### config.mk
export PLATFORM = sky130hd
export DESIGN_NAME = aha_alarm_horn
export DESIGN_NICKNAME = d
export VERILOG_FILES = /design/src/core/aha_pkg.sv /design/src/core/aha_alarm_horn.sv
export SDC_FILE = /design/constraint.sdc
export NUM_CORES = 1
export LEC_CHECK = 0
export ABC_AREA = 1
export BUFFER_PORTS_ARGS = -buffer_cell sky130_fd_sc_hd__buf_2
export CORE_UTILIZATION = 64
export DETAILED_ROUTE_END_ITERATION = 8
export PLACE_DENSITY = 0.89
export RECOVER_POWER = 100
export SYNTH_ARGS = -nofsm -noshare
export SYNTH_HDL_FRONTEND = slang
export SYNTH_SLANG_ARGS = --single-unit
### constraint.sdc
create_clock -name clk -period 11.9 [get_ports clk]
set_input_delay 1.19 -clock clk [delete_from_list [all_inputs] [get_ports clk]]
set_output_delay 1.19 -clock clk [all_outputs]
set_load 0.01 [all_outputs]
### src/core/aha_pkg.sv
// package: constants and types of the alarm horn and acknowledge block
package aha_pkg;

  // clock and internal time base
  localparam int unsigned CLK_HZ       = 100_000_000;
  localparam int unsigned TICK_MS      = 10;
  localparam int unsigned TICK_CYCLES  = CLK_HZ / 1000 * TICK_MS;
  localparam int unsigned TICKS_PER_S  = 1000 / TICK_MS;

  // horn hold time in seconds
  localparam int unsigned HORN_MAX_S   = 1000;
  localparam int unsigned HORN_DFLT_S  = 180;
  localparam int unsigned HORN_W       = 10;
  localparam int unsigned HTMR_W       = 17;

  // alarm led flash half period
  localparam int unsigned FLASH_HALF_MS = 500;
  localparam int unsigned FLASH_TICKS   = FLASH_HALF_MS / TICK_MS;

  // limit encoding: percent values are hundredths of a percent of rated
  localparam int unsigned PCT_FULL     = 10000;
  localparam int unsigned PCT_EXAMPLE  = 8000;
  localparam int unsigned VAL_W        = 16;
  localparam int unsigned DLY_W        = 16;

  // remote acknowledge input synchroniser depth
  localparam int unsigned SYNC_DEPTH   = 3;

  // alarm classes; only B..F drive the horn and the flashing led
  typedef enum logic [2:0] {
    CLS_A    = 3'h0,
    CLS_B    = 3'h1,
    CLS_C    = 3'h2,
    CLS_D    = 3'h3,
    CLS_E    = 3'h4,
    CLS_F    = 3'h5,
    CLS_CTRL = 3'h6
  } aha_class_t;

  // remote acknowledge filter states
  typedef enum logic [3:0] {
    ACK_IDLE = 4'h1,
    ACK_ON   = 4'h2,
    ACK_HELD = 4'h4,
    ACK_OFF  = 4'h8
  } aha_ack_st_t;

  // configuration of one limit monitor
  typedef struct packed {
    logic             enable;
    logic             overrun;
    logic             lockable;
    logic             selfAck;
    aha_class_t       almClass;
    logic [VAL_W-1:0] limit;
    logic [VAL_W-1:0] hyst;
    logic [DLY_W-1:0] delayTicks;
  } aha_mon_cfg_t;

endpackage

### src/core/aha_alarm_horn.sv
// module: limit monitors, horn, flashing alarm led and acknowledge handling
`timescale 1ns/10ps
`default_nettype none

// Behaviour
// RULE1 - a new class B..F alarm starts led flashing and turns the horn on
// RULE2 - horn turns off after hold time, 0 to 1000 s, default 180 s
// RULE3 - led flashes until acknowledged by button, logic equation or interface
// RULE4 - hold time zero keeps horn on until an acknowledge
// RULE5 - remote acknowledge needs two pulses; the first silences the horn
// RULE6 - second remote pulse clears inactive alarms, keeps active ones
// RULE7 - remote pulse counts only if high for at least the on-delay
// RULE8 - input must stay low for the off-delay before next high is taken
// RULE9 - lock input suspends lockable monitors; they resume when it drops
// RULE10 - percent limits are hundredths of a percent, 8000 means 80.00 percent
// RULE11 - analog limits are integers in the input's display resolution
// RULE12 - monitors trip on under or overrun after delay, release past hysteresis
// RULE13 - self acknowledging alarms clear when the fault is gone
module aha_alarm_horn #(
  parameter int unsigned NUM_MON     = 4,
  parameter int unsigned TICK_CYCLES = aha_pkg::TICK_CYCLES
) (
  input  wire logic                        clk,
  input  wire logic                        rstn,
  input  wire logic [aha_pkg::HORN_W-1:0]  hornHoldSec,
  input  wire logic [aha_pkg::DLY_W-1:0]   ackOnTicks,
  input  wire logic [aha_pkg::DLY_W-1:0]   ackOffTicks,
  input  wire logic                        remoteAckPin,
  input  wire logic                        ackButton,
  input  wire logic                        ackIface,
  input  wire logic                        lockMon,
  input  wire aha_pkg::aha_mon_cfg_t       monCfg [NUM_MON],
  input  wire logic [aha_pkg::VAL_W-1:0]   monValue [NUM_MON],
  output logic                             hornOut,
  output logic                             alarmLedOut,
  output logic [NUM_MON-1:0]               alarmActive,
  output logic [NUM_MON-1:0]               alarmStored,
  output logic [NUM_MON-1:0]               alarmUnacked
);
  import aha_pkg::*;

  localparam int unsigned TW = (TICK_CYCLES > 1) ? $clog2(TICK_CYCLES) : 1;
  localparam logic [TW-1:0] TICK_LAST = TW'(TICK_CYCLES - 1);
  localparam logic [7:0] FLASH_LAST = 8'(FLASH_TICKS - 1);
  localparam logic [HTMR_W-1:0] TPS = HTMR_W'(TICKS_PER_S);
  localparam logic [HORN_W-1:0] HMAX = HORN_W'(HORN_MAX_S);

  // refuse settings the logic cannot serve, at elaboration
  if (NUM_MON < 1 || NUM_MON > 32)
  begin : gBadMon
    $error("NUM_MON must be 1 to 32");
  end
  if (TICK_CYCLES < 2)
  begin : gBadTick
    $error("TICK_CYCLES must be at least 2");
  end

  // whole state of the block
  typedef struct packed {
    logic [TW-1:0]                 tickCnt;
    logic [SYNC_DEPTH-1:0]         sync;
    logic                          ackLvl;
    aha_ack_st_t                   ackSt;
    logic [DLY_W-1:0]              ackCnt;
    logic                          ackSecond;
    logic                          horn;
    logic [HTMR_W-1:0]             hornTmr;
    logic                          led;
    logic [7:0]                    flashCnt;
    logic [NUM_MON-1:0]            active;
    logic [NUM_MON-1:0]            stored;
    logic [NUM_MON-1:0]            unacked;
    logic [NUM_MON-1:0][DLY_W-1:0] dly;
  } aha_state_t;

  aha_state_t s_q;
  aha_state_t s_d;

  logic [NUM_MON-1:0] violate;
  logic [NUM_MON-1:0] release_;

  // per monitor limit compare; limit and value share one integer encoding
  genvar g;
  generate
    for (g = 0; g < NUM_MON; g = g + 1)
    begin : gMon
      logic [VAL_W:0] val;
      logic [VAL_W:0] lim;
      logic [VAL_W:0] hys;
      assign val = {1'b0, monValue[g]}; // see RULE10 see RULE11
      assign lim = {1'b0, monCfg[g].limit};
      assign hys = {1'b0, monCfg[g].hyst};
      // overrun trips above, underrun below; release needs hysteresis margin
      assign violate[g] = monCfg[g].overrun ? (val > lim) : (val < lim); // see RULE12
      assign release_[g] = monCfg[g].overrun ? (val + hys < lim)
                                             : (val > lim + hys); // see RULE12
    end
  endgenerate

  logic               tick;
  logic               accept;
  logic               silence;
  logic               ackAll;
  logic               hornEvent;
  logic               suspended;
  logic               hornB2F;
  logic [HORN_W-1:0]  holdSec;
  logic [HTMR_W-1:0]  holdTicks;

  // next state of the whole block
  always_comb
  begin
    s_d       = s_q;
    accept    = 1'b0;
    silence   = 1'b0;
    ackAll    = 1'b0;
    hornEvent = 1'b0;
    suspended = 1'b0;
    hornB2F   = 1'b0;

    // 10 ms time base
    tick = (s_q.tickCnt == TICK_LAST);
    s_d.tickCnt = tick ? '0 : s_q.tickCnt + 1'b1;

    // remote acknowledge pin: change taken once last two stages agree
    s_d.sync = {s_q.sync[SYNC_DEPTH-2:0], remoteAckPin};
    if (s_q.sync[2] == s_q.sync[1])
      s_d.ackLvl = s_q.sync[2];

    // remote pulse filter with on-delay and off-delay
    case (s_q.ackSt)
      ACK_IDLE:
      begin
        s_d.ackCnt = '0;
        if (s_q.ackLvl)
          s_d.ackSt = ACK_ON;
      end
      ACK_ON:
      begin
        if (!s_q.ackLvl)
          s_d.ackSt = ACK_IDLE; // see RULE7
        else if (s_q.ackCnt >= ackOnTicks)
        begin
          accept    = 1'b1; // see RULE7
          s_d.ackSt = ACK_HELD;
        end
        else if (tick)
          s_d.ackCnt = s_q.ackCnt + 1'b1;
      end
      ACK_HELD:
      begin
        s_d.ackCnt = '0;
        if (!s_q.ackLvl)
          s_d.ackSt = ACK_OFF;
      end
      ACK_OFF:
      begin
        if (s_q.ackLvl)
          s_d.ackSt = ACK_HELD; // see RULE8
        else if (s_q.ackCnt >= ackOffTicks)
          s_d.ackSt = ACK_IDLE; // see RULE8
        else if (tick)
          s_d.ackCnt = s_q.ackCnt + 1'b1;
      end
      default:
      begin
        s_d.ackSt  = ACK_IDLE;
        s_d.ackCnt = '0;
      end
    endcase

    // first accepted pulse silences, second acknowledges everything
    if (accept)
    begin
      if (!s_q.ackSecond)
      begin
        silence       = 1'b1; // see RULE5
        s_d.ackSecond = 1'b1;
      end
      else
      begin
        ackAll        = 1'b1; // see RULE6
        s_d.ackSecond = 1'b0;
      end
    end
    if (ackButton || ackIface)
    begin
      ackAll        = 1'b1; // see RULE3
      s_d.ackSecond = 1'b0;
    end
    if (ackAll)
      silence = 1'b1;

    // limit monitors, stored messages and acknowledge flags
    for (int i = 0; i < NUM_MON; i++)
    begin
      suspended = !monCfg[i].enable || (lockMon && monCfg[i].lockable); // see RULE9
      hornB2F = (monCfg[i].almClass >= CLS_B) && (monCfg[i].almClass <= CLS_F);
      if (suspended)
      begin
        s_d.active[i] = 1'b0; // see RULE9
        s_d.dly[i]    = '0;
      end
      else if (!s_q.active[i])
      begin
        if (!violate[i])
          s_d.dly[i] = '0;
        else if (s_q.dly[i] >= monCfg[i].delayTicks)
          s_d.active[i] = 1'b1; // see RULE12
        else if (tick)
          s_d.dly[i] = s_q.dly[i] + 1'b1;
      end
      else if (release_[i])
      begin
        s_d.active[i] = 1'b0; // see RULE12
        s_d.dly[i]    = '0;
      end

      // clears first so that a new alarm in the same cycle wins
      if (ackAll)
      begin
        s_d.unacked[i] = 1'b0;
        if (!s_d.active[i])
          s_d.stored[i] = 1'b0; // see RULE6
      end
      if (monCfg[i].selfAck && !s_d.active[i])
      begin
        s_d.stored[i]  = 1'b0; // see RULE13
        s_d.unacked[i] = 1'b0; // see RULE13
      end
      if (s_d.active[i] && !s_q.active[i])
      begin
        s_d.stored[i] = 1'b1;
        if (hornB2F)
        begin
          s_d.unacked[i] = 1'b1; // see RULE1
          hornEvent      = 1'b1; // see RULE1
        end
      end
    end

    // horn with hold time; zero hold means wait for an acknowledge
    holdSec   = (hornHoldSec > HMAX) ? HMAX : hornHoldSec;
    holdTicks = HTMR_W'({{(HTMR_W-HORN_W){1'b0}}, holdSec} * TPS);
    if (hornEvent)
    begin
      s_d.horn      = 1'b1; // see RULE1
      s_d.hornTmr   = holdTicks;
      s_d.ackSecond = 1'b0;
    end
    else if (silence)
      s_d.horn = 1'b0; // see RULE4 see RULE5
    else if (s_q.horn && holdSec != '0 && tick)
    begin
      if (s_q.hornTmr <= 1)
        s_d.horn = 1'b0; // see RULE2
      else
        s_d.hornTmr = s_q.hornTmr - 1'b1;
    end

    // led flashes while any class B..F alarm is unacknowledged
    if (s_d.unacked == '0)
    begin
      s_d.led      = 1'b0; // see RULE3
      s_d.flashCnt = '0;
    end
    else if (hornEvent)
    begin
      // every new class B..F alarm restarts the flash with the led on
      s_d.led      = 1'b1; // see RULE1
      s_d.flashCnt = '0;
    end
    else if (tick)
    begin
      if (s_q.flashCnt >= FLASH_LAST)
      begin
        s_d.led      = !s_q.led;
        s_d.flashCnt = '0;
      end
      else
        s_d.flashCnt = s_q.flashCnt + 1'b1;
    end
  end

  // state register with synchronous reset
  always_ff @(posedge clk)
  begin
    if (!rstn)
    begin
      s_q       <= '0;
      s_q.ackSt <= ACK_IDLE;
    end
    else
      s_q <= s_d;
  end

  // outputs straight from the state register
  assign hornOut      = s_q.horn;
  assign alarmLedOut  = s_q.led;
  assign alarmActive  = s_q.active;
  assign alarmStored  = s_q.stored;
  assign alarmUnacked = s_q.unacked;

endmodule
`default_nettype wire

==> impl.org, run 1 <==
** Timing
- Crit share post-route :: 55.00%
- After routing, the total negative slack on setup checks comes to 0 ns.
- Clock period minus final worst setup slack :: 6.545 ns
- Achievable clock frequency :: 0.1528 GHz
- Final-report setup violation count :: 0
- Least-Margin Pin Slew :: 1.434 ns
- Final hold slack :: 0.4580 ns
- Worst-case headroom to the max-slew limit :: 4.028%
- Setup repair after global routing left no endpoint under its margin.
- On the final layout, the worst clock skew is 0.01082 ns.
- Number of hold violations in the final report :: 0
- The number of pins with negative max-slew slack in the final report came to 0.

** Detailed routing
- After detailed routing, the average wire length per cell comes to 14.81 µm.
- Final ANT Viol Nets :: 0
- In the routed design, unresolved DRC markers number 0.
- In this run, the number of DRC markers left after iteration 0 of detailed routing was 1,223.
- The first detailed-routing pass took 5 iterations.
- Via density per instance :: 5.607
- Total vias in the final route :: 21,818
- Total wirelength of the detailed-routed design :: 57,630 µm

** Power
- Across the VDD grid, the largest voltage drop is 0.1028 mV.
- Fraction of power spent switching nets :: 38.00%
- In this run, the clock network consumes 29.8% of the power.
- In this run the power spent charging and discharging nets is 0.0007419 W.
- Dividing total power by cell area gives a power density of 82.38 nW/µm².
- The completed layout was analyzed and its total power is 0.001953 W.
- Of the total power, combinational logic draws 44.0%.
- For this design the static power due to leakage is 12.53 nW.
- Internal Dissipation :: 0.001211 W
- In this run, flip-flops and latches consume 26.2% of the power.

** Clocking
- In this run the number of H-tree levels came out at 4.
- Number of buffers inserted by hold repair at cts :: 0
- CTS clock-pin slew for the worst setup and hold paths :: 0.06 ns
- Post-CTS Setup Repair Bufs :: 0
- CTS sink cnt :: 148
- Number of buffers between clock root and the deepest sink :: 2
- The root buffer cell chosen for the clock tree is sky130_fd_sc_hd__clkbuf_16.
- Total CTS buffers :: 17
- Later-pin clock latency in the skew report :: 0.43 ns
- Total of cells resized after clock tree synthesis :: 0
- CTS tree :: built

** Logic synthesis
- Top cells by area in the synthesized netlist :: sky130_fd_sc_hd__ha_1 27%, sky130_fd_sc_hd__dfxtp_1 14%, sky130_fd_sc_hd__nand2_1 10%, sky130_fd_sc_hd__inv_1 9.0%, sky130_fd_sc_hd__a21oi_1 7.8%
- Register area share after synthesis :: 14.04%
- The synthesized design contains 148 register bits.
- Post-Syn Nets :: 3,898
- Top cell type's share of synthesized area :: 27.45%
- Area of the mapped netlist :: 21,100 µm²
- Average footprint of a synthesized cell :: 6.829 µm²
- Of all cell types, the one taking the most synthesized area is sky130_fd_sc_hd__ha_1.
- Post-synthesis cell type count :: 71
- Synthesis produced 3,090 cells.
- Number of warnings printed during yosys synthesis :: 0

** Min path
- Class of the worst hold path :: register to register

** Placed design
- Input/output buffers :: 345
- Routability-driven placement finished with a final weighted congestion of 0.9696.
- Dpl hpwl :: 49,080 µm
- Once placement finished, the instance area stood at 23,180 µm².

** Setup path
- In this run the worst path has a maximum fanout of 21.
- End of the worst register-to-register path :: s_q[88]
- Register-to-Register Setup Slack :: 7.87 ns
- The critical path in this run is classified as input port to register.
- Startpoint kind of the worst setup timing path :: input port
- Arrival time worst endpoint :: 6.90 ns
- Tracing the worst setup path back leads to its startpoint at monValue[2].
- Count of buffer and inverter cells on the critical path :: 3
- Required time of the critical path :: 12.25 ns
- Slowest cell on the critical path :: sky130_fd_sc_hd__nor2_1
- STA classifies the critical path endpoint as a register.
- Measured in cells, the most critical reg-to-reg path has a length of 14.
- By instance count, the cell type seen most on the critical path is sky130_fd_sc_hd__nand2_1.
- The critical path crosses 30 cells after its start point.
- The startpoint identified for the worst register-to-register timing path is s_q[61].
- The largest single stage delay on the critical path is 1.09 ns.
- The critical path ends at s_q[88].
- Delay-heaviest family, CP :: simple AND/OR/NAND/NOR gates

** Global routing
- Wire length of the first global-routing pass :: 94,810 µm
- Via count of the first global-routing pass :: 21,364
- In the global route stage, overall resource usage came out at 33.87%.
- Antenna violations before repair :: 11
- Entering global routing, the biggest net connects 25 pins.
- The total overflow left after global routing is 0.

** Finish
- Cell area after layout :: 23,700 µm²
- The library cell used most frequently in the layout, excluding fill and tap cells, is sky130_fd_sc_hd__nand2_1.
- In the final design database the tool counted 4,235 nets.
- Relative to the synthesized area, the layout overhead comes to 12.33%.
- The library cells used most frequently in the layout, excluding fill and tap cells, are 598 x sky130_fd_sc_hd__nand2_1, 512 x sky130_fd_sc_hd__inv_1, 463 x sky130_fd_sc_hd__ha_1, 332 x sky130_fd_sc_hd__a21oi_1, 326 x sky130_fd_sc_hd__buf_2.
- Layout cell share with drive strength beyond 1 :: 12.41%

** Die
- Once the floorplan was initialized, standard cells occupied 65.02% of the core.
- The floorplan step defined a core boundary enclosing 32,450 µm².
- The floorplan step defined a die boundary enclosing 33,700 µm².
- Measured along the y axis, the die boundary spans 183.6 µm.
- Chip width :: 183.6 µm
- The floorplan has 66 rows.
- I/O pin total :: 346

** Run
- Max Cap Viol :: 0

** Outcome
- The flow ran to the end, and the final reports show no timing, DRC or antenna violations.
==> power by group through the flow <==
stage               clock (W)  combinational (W)  sequential (W)
global route         0.000609           0.000980        0.000511
CTS                  0.000586           0.000854        0.000510
detailed placement          0           0.000848        0.000521
finish               0.000582           0.000859        0.000511
global placement            0           0.000805        0.000520
floorplan                   0           0.000611        0.000519
==> routing by layer <==
layer | GRT usage (%) | vias up | routed length (µm)
li1 | - | 11001 | -
met1 | 39.16 | 9875 | 24010
met2 | 61.62 | 776 | 27870
met3 | 4.239 | 164 | 3369
met4 | 15.80 | 2 | 2370
met5 | 0 | - | 16
==> cell usage after synthesis, drive strengths merged <==
library cell / number
o21ai: 106
o31ai: 4
o21a: 13
a31o: 2
inv: 519
xor2: 111
o2bb2ai: 1
o21bai: 17
o211a: 1
o211ai: 12
clkinv: 4
buf: 22
a21o: 9
o2111ai: 4
a21oi: 338
nand3: 127
o31a: 1
ha: 463
nor4b: 1
a22oi: 3
or2: 2
nor3: 91
and3: 6
a31oi: 15
and2: 2
o221ai: 1
nand4: 50
a2111oi: 1
dlygate4sd3: 1
a211oi: 21
nand2: 604
nand3b: 9
dfxtp: 148
nor4: 30
xnor2: 44
nor2: 278
clkbuf: 5
o311ai: 3
a311oi: 1
fa: 13
nor3b: 7
==> worst reg2reg max path: cells and delay by family, from the launching register on <==
family                   cells  cell delay (ns)
AND/OR/NAND/NOR             10             2.82
AO/OA/AOI/OAI                3             0.44
flip-flops                   1             0.40
adder cells (fa/ha/maj)      1             0.28
==> logic make-up after synthesis <==
| group | share of synthesized area [%] |
|---|---|
| simple gates | 25.66 |
| compound gates | 14.88 |
| buf+inv | 10.31 |
| fa+ha+maj | 28.69 |
| xor+xnor | 6.433 |
| flops | 14.04 |
==> how the worst min path moves through the flow <==
stage | startpoint | end | slack (ns) | cells past startpoint
after CTS | s_q[127] | s_q[124] | 0.46 | 2
after global placement | s_d[127] | s_q[127] | 0.43 | 2
final | s_q[127] | s_q[124] | 0.46 | 2
after floorplan | s_d[126] | s_d[127] | 0.39 | 2
after detailed placement | s_q[127] | s_q[124] | 0.45 | 2
after global routing | s_d[126] | s_d[127] | 0.48 | 2
==> registers in the layout, indices dropped and copies added (netlist names) <==
| name | flops |
|---|---|
| s_d | 2 |
| alarmActive | 4 |
| hornOut | 1 |
| s_q | 132 |
| alarmLedOut | 1 |
| alarmStored | 4 |
| alarmUnacked | 4 |
==> through the flow <==
step                      utilization, %  instances  setup WS (ns)
after floorplan                        -       3090          7.112
after global placement             71.43       3850          6.403
after detailed placement           71.43       3850          6.194
after CTS                          73.40       3882          6.628
after global routing               73.03       3890          4.783
final                              73.04       3891          5.356
==> final cells by class <==
cell class / instances / area [µm²]
multi-input combinational: 2391 / 15850
fill: 2639 / 8751
sequential: 148 / 2963
inverter: 523 / 1967
timing repair buffer: 346 / 1707
tap: 442 / 553.0
clock buffer: 18 / 439.2
clock inverter: 14 / 198.9
antenna: 9 / 22.52
(Power assumes the default switching activity.)
==> run 2: changes to the inputs <==
- ABC_AREA: 1 -> 0
- CORE_UTILIZATION: 64 -> 53
- PLACE_DENSITY: 0.89 -> 0.79
- clock period: 11.9 -> 5.81 ns (I/O delays scaled with it)
==> impl.org, run 2 <==
** Logic synthesis
- The number of synthesized flops with an enable pin is 0 (unchanged).
- The sequential area share after synthesis is 14.88% (was 14.04%).
- The number of different library cells in the post-synthesis netlist is 88 (was 71).
- Cell count after synthesis :: 2,508 (was 3,090)
- Seq cells post-synth :: 148 (unchanged)
- The Yosys warning count was 0 (unchanged).
- The prevailing post-synth register cell was sky130_fd_sc_hd__dfxtp_1 (unchanged).
- FFs w/ async S/R, synth :: 0% (unchanged)
- The cell area after synthesis came to 19,910 µm² (was 21,100 µm²).
- The post-synthesis net count is 3,316 (was 3,898).
- Top cells by area in the synthesized netlist :: sky130_fd_sc_hd__ha_1 29%, sky130_fd_sc_hd__dfxtp_1 15%, sky130_fd_sc_hd__a21oi_1 5.3%, sky130_fd_sc_hd__xnor2_1 5.0%, sky130_fd_sc_hd__inv_1 4.6% (was sky130_fd_sc_hd__ha_1 27%, sky130_fd_sc_hd__dfxtp_1 14%, sky130_fd_sc_hd__nand2_1 10%, sky130_fd_sc_hd__inv_1 9.0%, sky130_fd_sc_hd__a21oi_1 7.8%)
- The library cell occupying the most area in the post-synthesis netlist is sky130_fd_sc_hd__ha_1 (unchanged).
- The average cell area after synthesis is 7.940 µm² (was 6.829 µm²).
- Cell with the most instances after synthesis :: sky130_fd_sc_hd__ha_1 (was sky130_fd_sc_hd__nand2_1)
- Top cell type's share of synthesized area :: 29.09% (was 27.45%)
- List of most frequent post-synthesis cells :: 463 x sky130_fd_sc_hd__ha_1, 244 x sky130_fd_sc_hd__inv_1, 209 x sky130_fd_sc_hd__a21oi_1, 187 x sky130_fd_sc_hd__nor2_1, 156 x sky130_fd_sc_hd__nand2_1 (was 589 x sky130_fd_sc_hd__nand2_1, 508 x sky130_fd_sc_hd__inv_1, 463 x sky130_fd_sc_hd__ha_1, 330 x sky130_fd_sc_hd__a21oi_1, 262 x sky130_fd_sc_hd__nor2_1)

** Timing
- The routed design could run at a clock period as short as 5.364 ns.
- Unrepaired setup endpoints after global routing: false (unchanged).
- The pin slew with the least headroom to its limit was 1.221 ns (was 1.434 ns).
- Final setup margin :: 0.4461 ns (was 5.356 ns)
- The clock skew after layout was 0.01542 ns (was 0.01082 ns).
- Crit share post-route :: 92.32%
- Number of max-slew violations in the final report :: 0 (unchanged)
- Worst-case headroom to the max-slew limit :: 18.59% (was 4.028%)
- Number of hold violations in the final report :: 0 (unchanged)
- Final sum of negative setup slack :: 0 ns (unchanged)
- Final-report setup violation count :: 0 (unchanged)
- Achievable clock frequency :: 0.1864 GHz

** Detailed routing
- The vias after detailed routing is 19,427 (was 21,818).
- Number of iterations in the first detailed-routing pass :: 5 (unchanged)
- The count of unresolved DRC violations after routing is 0 (unchanged).
- The final routed wirelength across all metal layers was 54,330 µm (was 57,630 µm).
- Via density per instance :: 5.841 (was 5.607)
- The detail-routed net length per standard cell came to 16.33 µm (was 14.81 µm).
- Final ANT Viol Nets :: 0 (unchanged)
- Count of routing violations after the opening detailed-route iteration :: 1,122 (was 1,223)

** Placed design
- The final weighted congestion of routability-driven global placement came to 1.022 (was 0.9696).
- Dpl hpwl :: 46,450 µm (was 49,080 µm)
- The worst slack at placement is 0.2612 ns (was 6.194 ns).
- Input/output buffers :: 345 (unchanged)

** Finish
- The flip-flop count of the largest register, all copies and words added came to 132 (unchanged).
- The layout overhead on the synthesized area is 13.62% (was 12.33%).
- # nets final :: 3,649 (was 4,235)
- Most common cell after layout, fill and taps aside :: sky130_fd_sc_hd__ha_1 (was sky130_fd_sc_hd__nand2_1)
- Commonest cells after routing, fill and taps aside :: 463 x sky130_fd_sc_hd__ha_1, 324 x sky130_fd_sc_hd__buf_2, 244 x sky130_fd_sc_hd__inv_1, 210 x sky130_fd_sc_hd__a21oi_1, 187 x sky130_fd_sc_hd__nor2_1 (was 598 x sky130_fd_sc_hd__nand2_1, 512 x sky130_fd_sc_hd__inv_1, 463 x sky130_fd_sc_hd__ha_1, 332 x sky130_fd_sc_hd__a21oi_1, 326 x sky130_fd_sc_hd__buf_2)
- FILL cells :: 3,254 (was 2,639)
- Layout cell share with drive strength beyond 1 :: 13.45% (was 12.41%)
- The most flop-heavy register was s_q (unchanged).

** Setup path
- The cell at the slowest stage of the critical path is sky130_fd_sc_hd__nor3_1 (was sky130_fd_sc_hd__nor2_1).
- The maximum single-stage delay on the critical path was 0.76 ns (was 1.09 ns).
- The required time at the worst-slack endpoint came to 6.10 ns (was 12.25 ns).
- Worst path cell trace :: clkbuf_1 > ha_1 > fa_1 > a21oi_1 > o21ai_0 > a221o_1 > a41o_1 > o21ai_0 > nand2b_1 > xnor2_1 > ha_1 > a21o_1 > a21oi_1 > o21ai_0 > o21ai_0 > a221oi_4 > nor3_1 > or3_1 > or4_1 > a21oi_1
- R2r worst-path depth :: 11 (was 14)
- Reg-to-reg startpoint :: s_q[20] (was s_q[61])
- Arrival time worst endpoint :: 5.65 ns (was 6.90 ns)
- The worst-path maximum fanout is 13 (was 21).
- The start-to-end type of the worst setup path is input port to register (unchanged).
- The nature of the critical path startpoint is an input port (unchanged).
- The endpoint kind of the worst setup timing path is a register (unchanged).
- Critical path launch point :: monCfg[32] (was monValue[2])
- Register-to-Register Setup Slack :: 1.20 ns (was 7.87 ns)
- Most repeated library cell on the critical path :: sky130_fd_sc_hd__o21ai_0 (was sky130_fd_sc_hd__nand2_1)

** Power
- The total power per unit cell area came to 166.7 nW/µm² (was 82.38 nW/µm²).
- Highest ir drop seen on vdd :: 0.1966 mV (was 0.1028 mV)
- The total power of the final layout came to 0.003771 W (was 0.001953 W).
- Leakage dissipation :: 11.16 nW (was 12.53 nW)

** Clocking
- The maximum root-to-sink buffer count is 2 (unchanged).
- The CTS tree was built (unchanged).
- The number of buffers created by CTS came to 17 (unchanged).
- The CTS clock-pin slew for the worst setup and hold paths was 0.07 ns (was 0.06 ns).
- The clock latency reported for the late side of the worst-skew pair came to 0.43 ns (about the same).
- The depth of the CTS H-tree is 4 (unchanged).
- The number of gates resized after cts was 0 (unchanged).
- The root buffer cell is sky130_fd_sc_hd__clkbuf_16 (unchanged).
- CTS sink cnt :: 148 (unchanged)
- The number of setup buffers added after CTS was 0 (unchanged).
- The total of hold buffers inserted after clock tree synthesis was 0 (unchanged).

** Run
- Max Cap Viol :: 0 (unchanged)

** Die
- The number of placed I/O pins came to 346 (unchanged).
- The die width came to 195.8 µm (was 183.6 µm).
- DIE AREA :: 38,350 µm² (was 33,700 µm²)
- Placement Rows :: 70 (was 66)
- The initial cell density of the core was 54.13% (was 65.02%).
- Floorplan Core Area :: 36,790 µm² (was 32,450 µm²)
- Die Y-Extent :: 195.8 µm (was 183.6 µm)

** Min path
- Class of the worst hold path :: input port to register (was register to register)
- The startpoint of the tightest hold check path is remoteAckPin (was s_q[127]).
- Number of stages on the worst hold path :: 2 (unchanged)

** Global routing
- The met2 global-route usage is 50.60% (was 61.62%).
- The via count of the first global-routing pass is 19,068 (was 21,364).
- Largest net degree at the start of global routing :: 32 (was 25)
- Met1 routing resource usage after global routing :: 33.46% (was 39.16%)
- The most used routing layer in global routing is met2 (unchanged).
- Met3 demand-to-capacity share in global routing :: 3.369% (was 4.239%)
- Wire length of the first global-routing pass :: 88,440 µm (was 94,810 µm)
- Tot GR Track Use :: 27.85% (was 33.87%)
- The total global routing overflow is 0 (unchanged).
- The number of antenna violations at the first check in global routing is 7 (was 11).

** Outcome
- Status: finished clean (unchanged).
## run 2: cell types whose count changed after synthesis, sizes merged, moves of 28 or more
cell,change
nand2,-448
inv,-274
a21oi,-127
nor2,-91
a21o,+82
xnor2,+70
nand3,-50
nand2b,+30
and2,+29
or3,+29
nor2b,+28
nor3,-28
xor2,-28
## run 2: layout make-up
cell class	count	area [µm²]	area share [%]
flip-flops and latches	148	2963	13.10
diodes	4	10.01	0.04424
clock buffers	17	425.4	1.880
inverters	246	923.4	4.081
multi-input cells	2073	15770	69.70
well taps	468	585.6	2.588
repair buffers	355	1764	7.798
clock inverters	15	183.9	0.8130
## run 2: stage by stage
step	std cells	hold slack (ns)	instance area (µm²)	util, %
6_report	3326	0.3775	22620	61.50
3_5_place_dp	3290	0.4304	22080	60.03
4_1_cts	3322	0.3639	22690	61.68
5_1_grt	3325	0.3699	22620	61.50
2_1_floorplan	2508	0.4119	19910	-
3_3_place_gp	3290	0.4348	22080	60.03
## run 2: path summary, 6_finish.rpt
kind / to
hold reg to reg: s_d[127]
setup / recovery: s_q[63]
hold / removal: s_d[126]
setup reg to reg: s_q[103]
## run 2: report_power, final
| part | switching, W | total [W] | leakage [nW] | internal (W) |
|---|---|---|---|---|
| registers | 0.00000345 | 0.00102 | 1.19 | 0.00102 |
| logic | 0.000887 | 0.00160 | 9.67 | 0.000717 |
| clock network | 0.000491 | 0.00115 | 0.295 | 0.000655 |
| total | 0.00138 | 0.00377 | 11.2 | 0.00239 |
## run 2: critical path, delay by kind of cell
kind	cells	cell delay [ns]
adders and majority gates	3	0.93
and+or+nand+nor	4	1.49
buffers and inverters	1	0.11
xor gates and xnor gates	1	0.18
AOI/OAI and AO/OA	11	2.37
## run 2: cell families (layout without fill, tap and decap cells)
group / after synthesis / after routing / share of synthesized area, %
AO/OA/AOI/OAI: 637 / 637 / 20.84
XOR/XNOR: 197 / 197 / 8.665
adder cells (fa/ha/maj): 476 / 476 / 30.40
buffers and inverters: 287 / 633 / 5.737
flip-flops: 148 / 148 / 14.88
multiplexers: 8 / 8 / 0.4273
other: 0 / 4 / 0
AND/OR/NAND/NOR: 755 / 755 / 19.06
## run 2: metal layers
metal	share of wire (%)	up-vias
li1	-	9768
met1	43	9003
met2	49	534
met3	4.7	114
met4	3.2	8
met5	0.11	-
==> run 3: changes to the inputs <==
- CORE_MARGIN: default -> 5
- GPL_TIMING_DRIVEN: default -> 0
==> impl.org, run 3 (synthesis gave the netlist of run 2 again) <==
** Clocking
- The maximum root-to-sink buffer count came to 2 (unchanged).
- Later-pin clock latency in the skew report :: 0.42 ns (was 0.43 ns)
- CTS tree :: built (unchanged)
- Total CTS buffers :: 17 (unchanged)
- The clock sink total came to 148 (unchanged).
- The CTS clock-pin slew for the worst setup and hold paths is 0.07 ns (about the same).
- Clock root buffer master :: sky130_fd_sc_hd__clkbuf_16 (unchanged)
- The depth of the CTS H-tree was 4 (unchanged).

** Timing
- The clock skew after layout was 0.01289 ns (was 0.01542 ns).
- Unrepaired setup endpoints after global routing: false (unchanged).
- The number of setup violations in the final report came to 0 (unchanged).
- The maximum clock frequency is 0.1819 GHz (was 0.1864 GHz).
- Clock period minus final worst setup slack :: 5.497 ns (was 5.364 ns)
- Final hold slack :: 0.3939 ns (was 0.3775 ns)
- Number of hold violations in the final report :: 0 (unchanged)
- Crit share post-route :: 94.61% (was 92.32%)
- The number of pins with negative max-slew slack in the final report came to 0 (unchanged).
- Worst-case headroom to the max-slew limit :: 25.92% (was 18.59%)
- Least-Margin Pin Slew :: 1.103 ns (was 1.221 ns)

** Finish
- The layout overhead on the synthesized area is 14.91% (was 13.62%).
- # nets final :: 3,681 (was 3,649)
- The commonest non-fill, non-tap cell in the layout is sky130_fd_sc_hd__ha_1 (unchanged).
- Layout cell share with drive strength beyond 1 :: 13.96% (was 13.45%)
- Max reg flops :: 132 (unchanged)
- FILL cells :: 3,350 (was 3,254)
- The most flop-heavy register was s_q (unchanged).
- Commonest cells after routing, fill and taps aside: 463 x sky130_fd_sc_hd__ha_1, 334 x sky130_fd_sc_hd__buf_2, 244 x sky130_fd_sc_hd__inv_1, 209 x sky130_fd_sc_hd__a21oi_1, 187 x sky130_fd_sc_hd__nor2_1 (was 463 x sky130_fd_sc_hd__ha_1, 324 x sky130_fd_sc_hd__buf_2, 244 x sky130_fd_sc_hd__inv_1, 210 x sky130_fd_sc_hd__a21oi_1, 187 x sky130_fd_sc_hd__nor2_1).

** Setup path
- Register-to-Register Setup Slack :: 1.81 ns (was 1.20 ns)
- Largest driver fanout on the critical path :: 10 (was 13)
- The endpoint kind of the worst setup timing path is a register (unchanged).
- The path depth of the worst reg2reg path was 13 (was 11).
- Required time of the critical path :: 6.13 ns (was 6.10 ns)
- Reg-to-reg startpoint :: s_q[104] (was s_q[20])
- The start-to-end type of the worst setup path is input port to register (unchanged).
- The endpoint of the most critical register-to-register path is alarmLedOut (was s_q[103]).
- Arrival time worst endpoint :: 5.81 ns (was 5.65 ns)
- Startpoint kind of the worst setup timing path :: input port (unchanged)

** Placed design
- Input/output buffers :: 345 (unchanged)
- Weighted congestion at the end of routability-driven global placement :: 0.9782 (was 1.022)
- Dpl hpwl :: 48,120 µm (was 46,450 µm)

** Die
- The vertical die dimension was 203.8 µm (was 195.8 µm).
- The die footprint is 41,550 µm² (was 38,350 µm²).
- The die width was 203.8 µm (was 195.8 µm).
- I/O pin total :: 346 (unchanged)
- Initial standard-cell utilization of the core :: 53.24% (was 54.13%)
- The core box area was 37,400 µm² (was 36,790 µm²).
- The count of standard-cell rows came to 71 (was 70).

** Power
- Highest ir drop seen on vdd :: 0.1949 mV (was 0.1966 mV)
- The total power of the final layout was 0.003784 W (was 0.003771 W).
- The leakage power figure came to 11.28 nW (was 11.16 nW).
- Power per standard cell area :: 165.4 nW/µm² (was 166.7 nW/µm²)

** Min path
- The class of the tightest hold or removal check is input port to register (unchanged).
- Capture endpoint of the worst hold path :: s_d[126] (unchanged)
- Number of stages on the worst hold path :: 2 (unchanged)
- The startpoint of the tightest hold check path is remoteAckPin (unchanged).

** Global routing
- Via count of the first global-routing pass :: 19,500 (was 19,068)
- The maximum number of pins on one net before global-route repair came to 17 (was 32).
- Wire length of the first global-routing pass :: 91,110 µm (was 88,440 µm)
- Antenna violations before repair :: 14 (was 7)
- Overflow left after global routing :: 0 (unchanged)
- Tot GR Track Use :: 25.85% (was 27.85%)

** Detailed routing
- Post-detailed-route wirelength per cell :: 16.43 µm (was 16.33 µm)
- Count of routing violations after the opening detailed-route iteration :: 1,050 (was 1,122)
- DRC violations left :: 0 (unchanged)
- Final ANT Viol Nets :: 0 (unchanged)
- The detail-routed via count per cell was 5.757 (was 5.841).
- Number of iterations in the first detailed-routing pass :: 6 (was 5)
- The vias after detailed routing came to 19,649 (was 19,427).
- The final routed wirelength across all metal layers was 56,080 µm (was 54,330 µm).

** Run
- Max Cap Viol :: 0 (unchanged)

** Outcome
- Status: finished clean (unchanged).
-- run 3: cell count changes in the layout (fill, tap and decap cells not counted), sizes merged --
cell / change
buf: +12
clkbuf: +21
clkinv: +3
clkinvlp: -2
diode: +12
inv: -2
-- run 3: layout make-up --
class	instances	area (µm²)	area share [%]
multi-input cells	2073	15780	68.94
repair buffers	346	1718	7.508
flip-flops and latches	148	2963	12.95
inverters	246	923.4	4.035
well taps	511	639.4	2.794
clock inverters	14	187.7	0.8202
plain buffers	41	196.4	0.8585
diodes	16	40.04	0.1750
clock buffers	18	439.2	1.919
-- run 3: critical path, stage by stage --
cell                       delay (ns)
sky130_fd_sc_hd__clkbuf_1        0.10
sky130_fd_sc_hd__ha_1            0.24
sky130_fd_sc_hd__fa_1            0.43
sky130_fd_sc_hd__a211oi_1        0.23
sky130_fd_sc_hd__nor2_1          0.12
sky130_fd_sc_hd__o311ai_1        0.44
sky130_fd_sc_hd__a31oi_1         0.19
sky130_fd_sc_hd__nor2_1          0.19
sky130_fd_sc_hd__nor2b_1         0.07
sky130_fd_sc_hd__nor2_1          0.12
sky130_fd_sc_hd__xnor2_1         0.14
sky130_fd_sc_hd__ha_1            0.27
sky130_fd_sc_hd__a211oi_1        0.24
sky130_fd_sc_hd__o21ai_0         0.17
sky130_fd_sc_hd__nor3_1          0.23
sky130_fd_sc_hd__a211oi_1        0.16
sky130_fd_sc_hd__nor3_1          0.21
sky130_fd_sc_hd__a22oi_1         0.19
sky130_fd_sc_hd__a211oi_2        0.40
sky130_fd_sc_hd__clkbuf_1        0.43
sky130_fd_sc_hd__nand4_1         0.25
sky130_fd_sc_hd__o21a_1          0.22
sky130_fd_sc_hd__o21a_1          0.18
-- run 3: where the power goes --
group          internal, W  total (W)  switching, W
Combinational     0.000714    0.00160      0.000887
Clock             0.000670    0.00116      0.000491
Sequential         0.00102    0.00102    0.00000341
-- run 3: timing repair --
item	CTS	global route
setup endpoints to repair	0	28
hold buffers	0	0
buffers inserted	0	1
resized for setup	0	9
-- run 3: per-stage QoR --
step	cells	worst slack, ns	TNS [ns]	area, µm²	util [%]
3_3_place_gp	3364	-0.01565	-0.03158	22280	59.57
3_5_place_dp	3364	-0.2147	-2.370	22280	59.57
2_1_floorplan	2508	1.006	0	19910	-
5_1_grt	3410	0.006140	0	22870	61.16
6_report	3413	0.3133	0	22880	61.18
4_1_cts	3396	0.1986	0	22910	61.25
-- run 3: worst max path at each step --
stage / startpoint / endpoint / slack, ns / cells after the start
6_report: monCfg[71] / s_q[40] / 0.31 / 23
5_1_grt: monCfg[182] / s_q[80] / 0.006 / 22
4_1_cts: monCfg[182] / s_q[15] / 0.20 / 24
3_5_place_dp: monCfg[182] / s_q[15] / -0.21 / 24
3_3_place_gp: monCfg[182] / s_q[9] / -0.02 / 24
2_1_floorplan: monCfg[127] / s_q[22] / 1.01 / 22
-- run 3: layer usage --
metal / global-route usage [%] / vias to the layer above / wire (µm)
met1: 32.58 / 9127 / 24430
met5: 0 / - / 16
li1: - / 9853 / -
met2: 45.76 / 565 / 26870
met3: 3.554 / 100 / 3238
met4: 8.094 / 4 / 1520
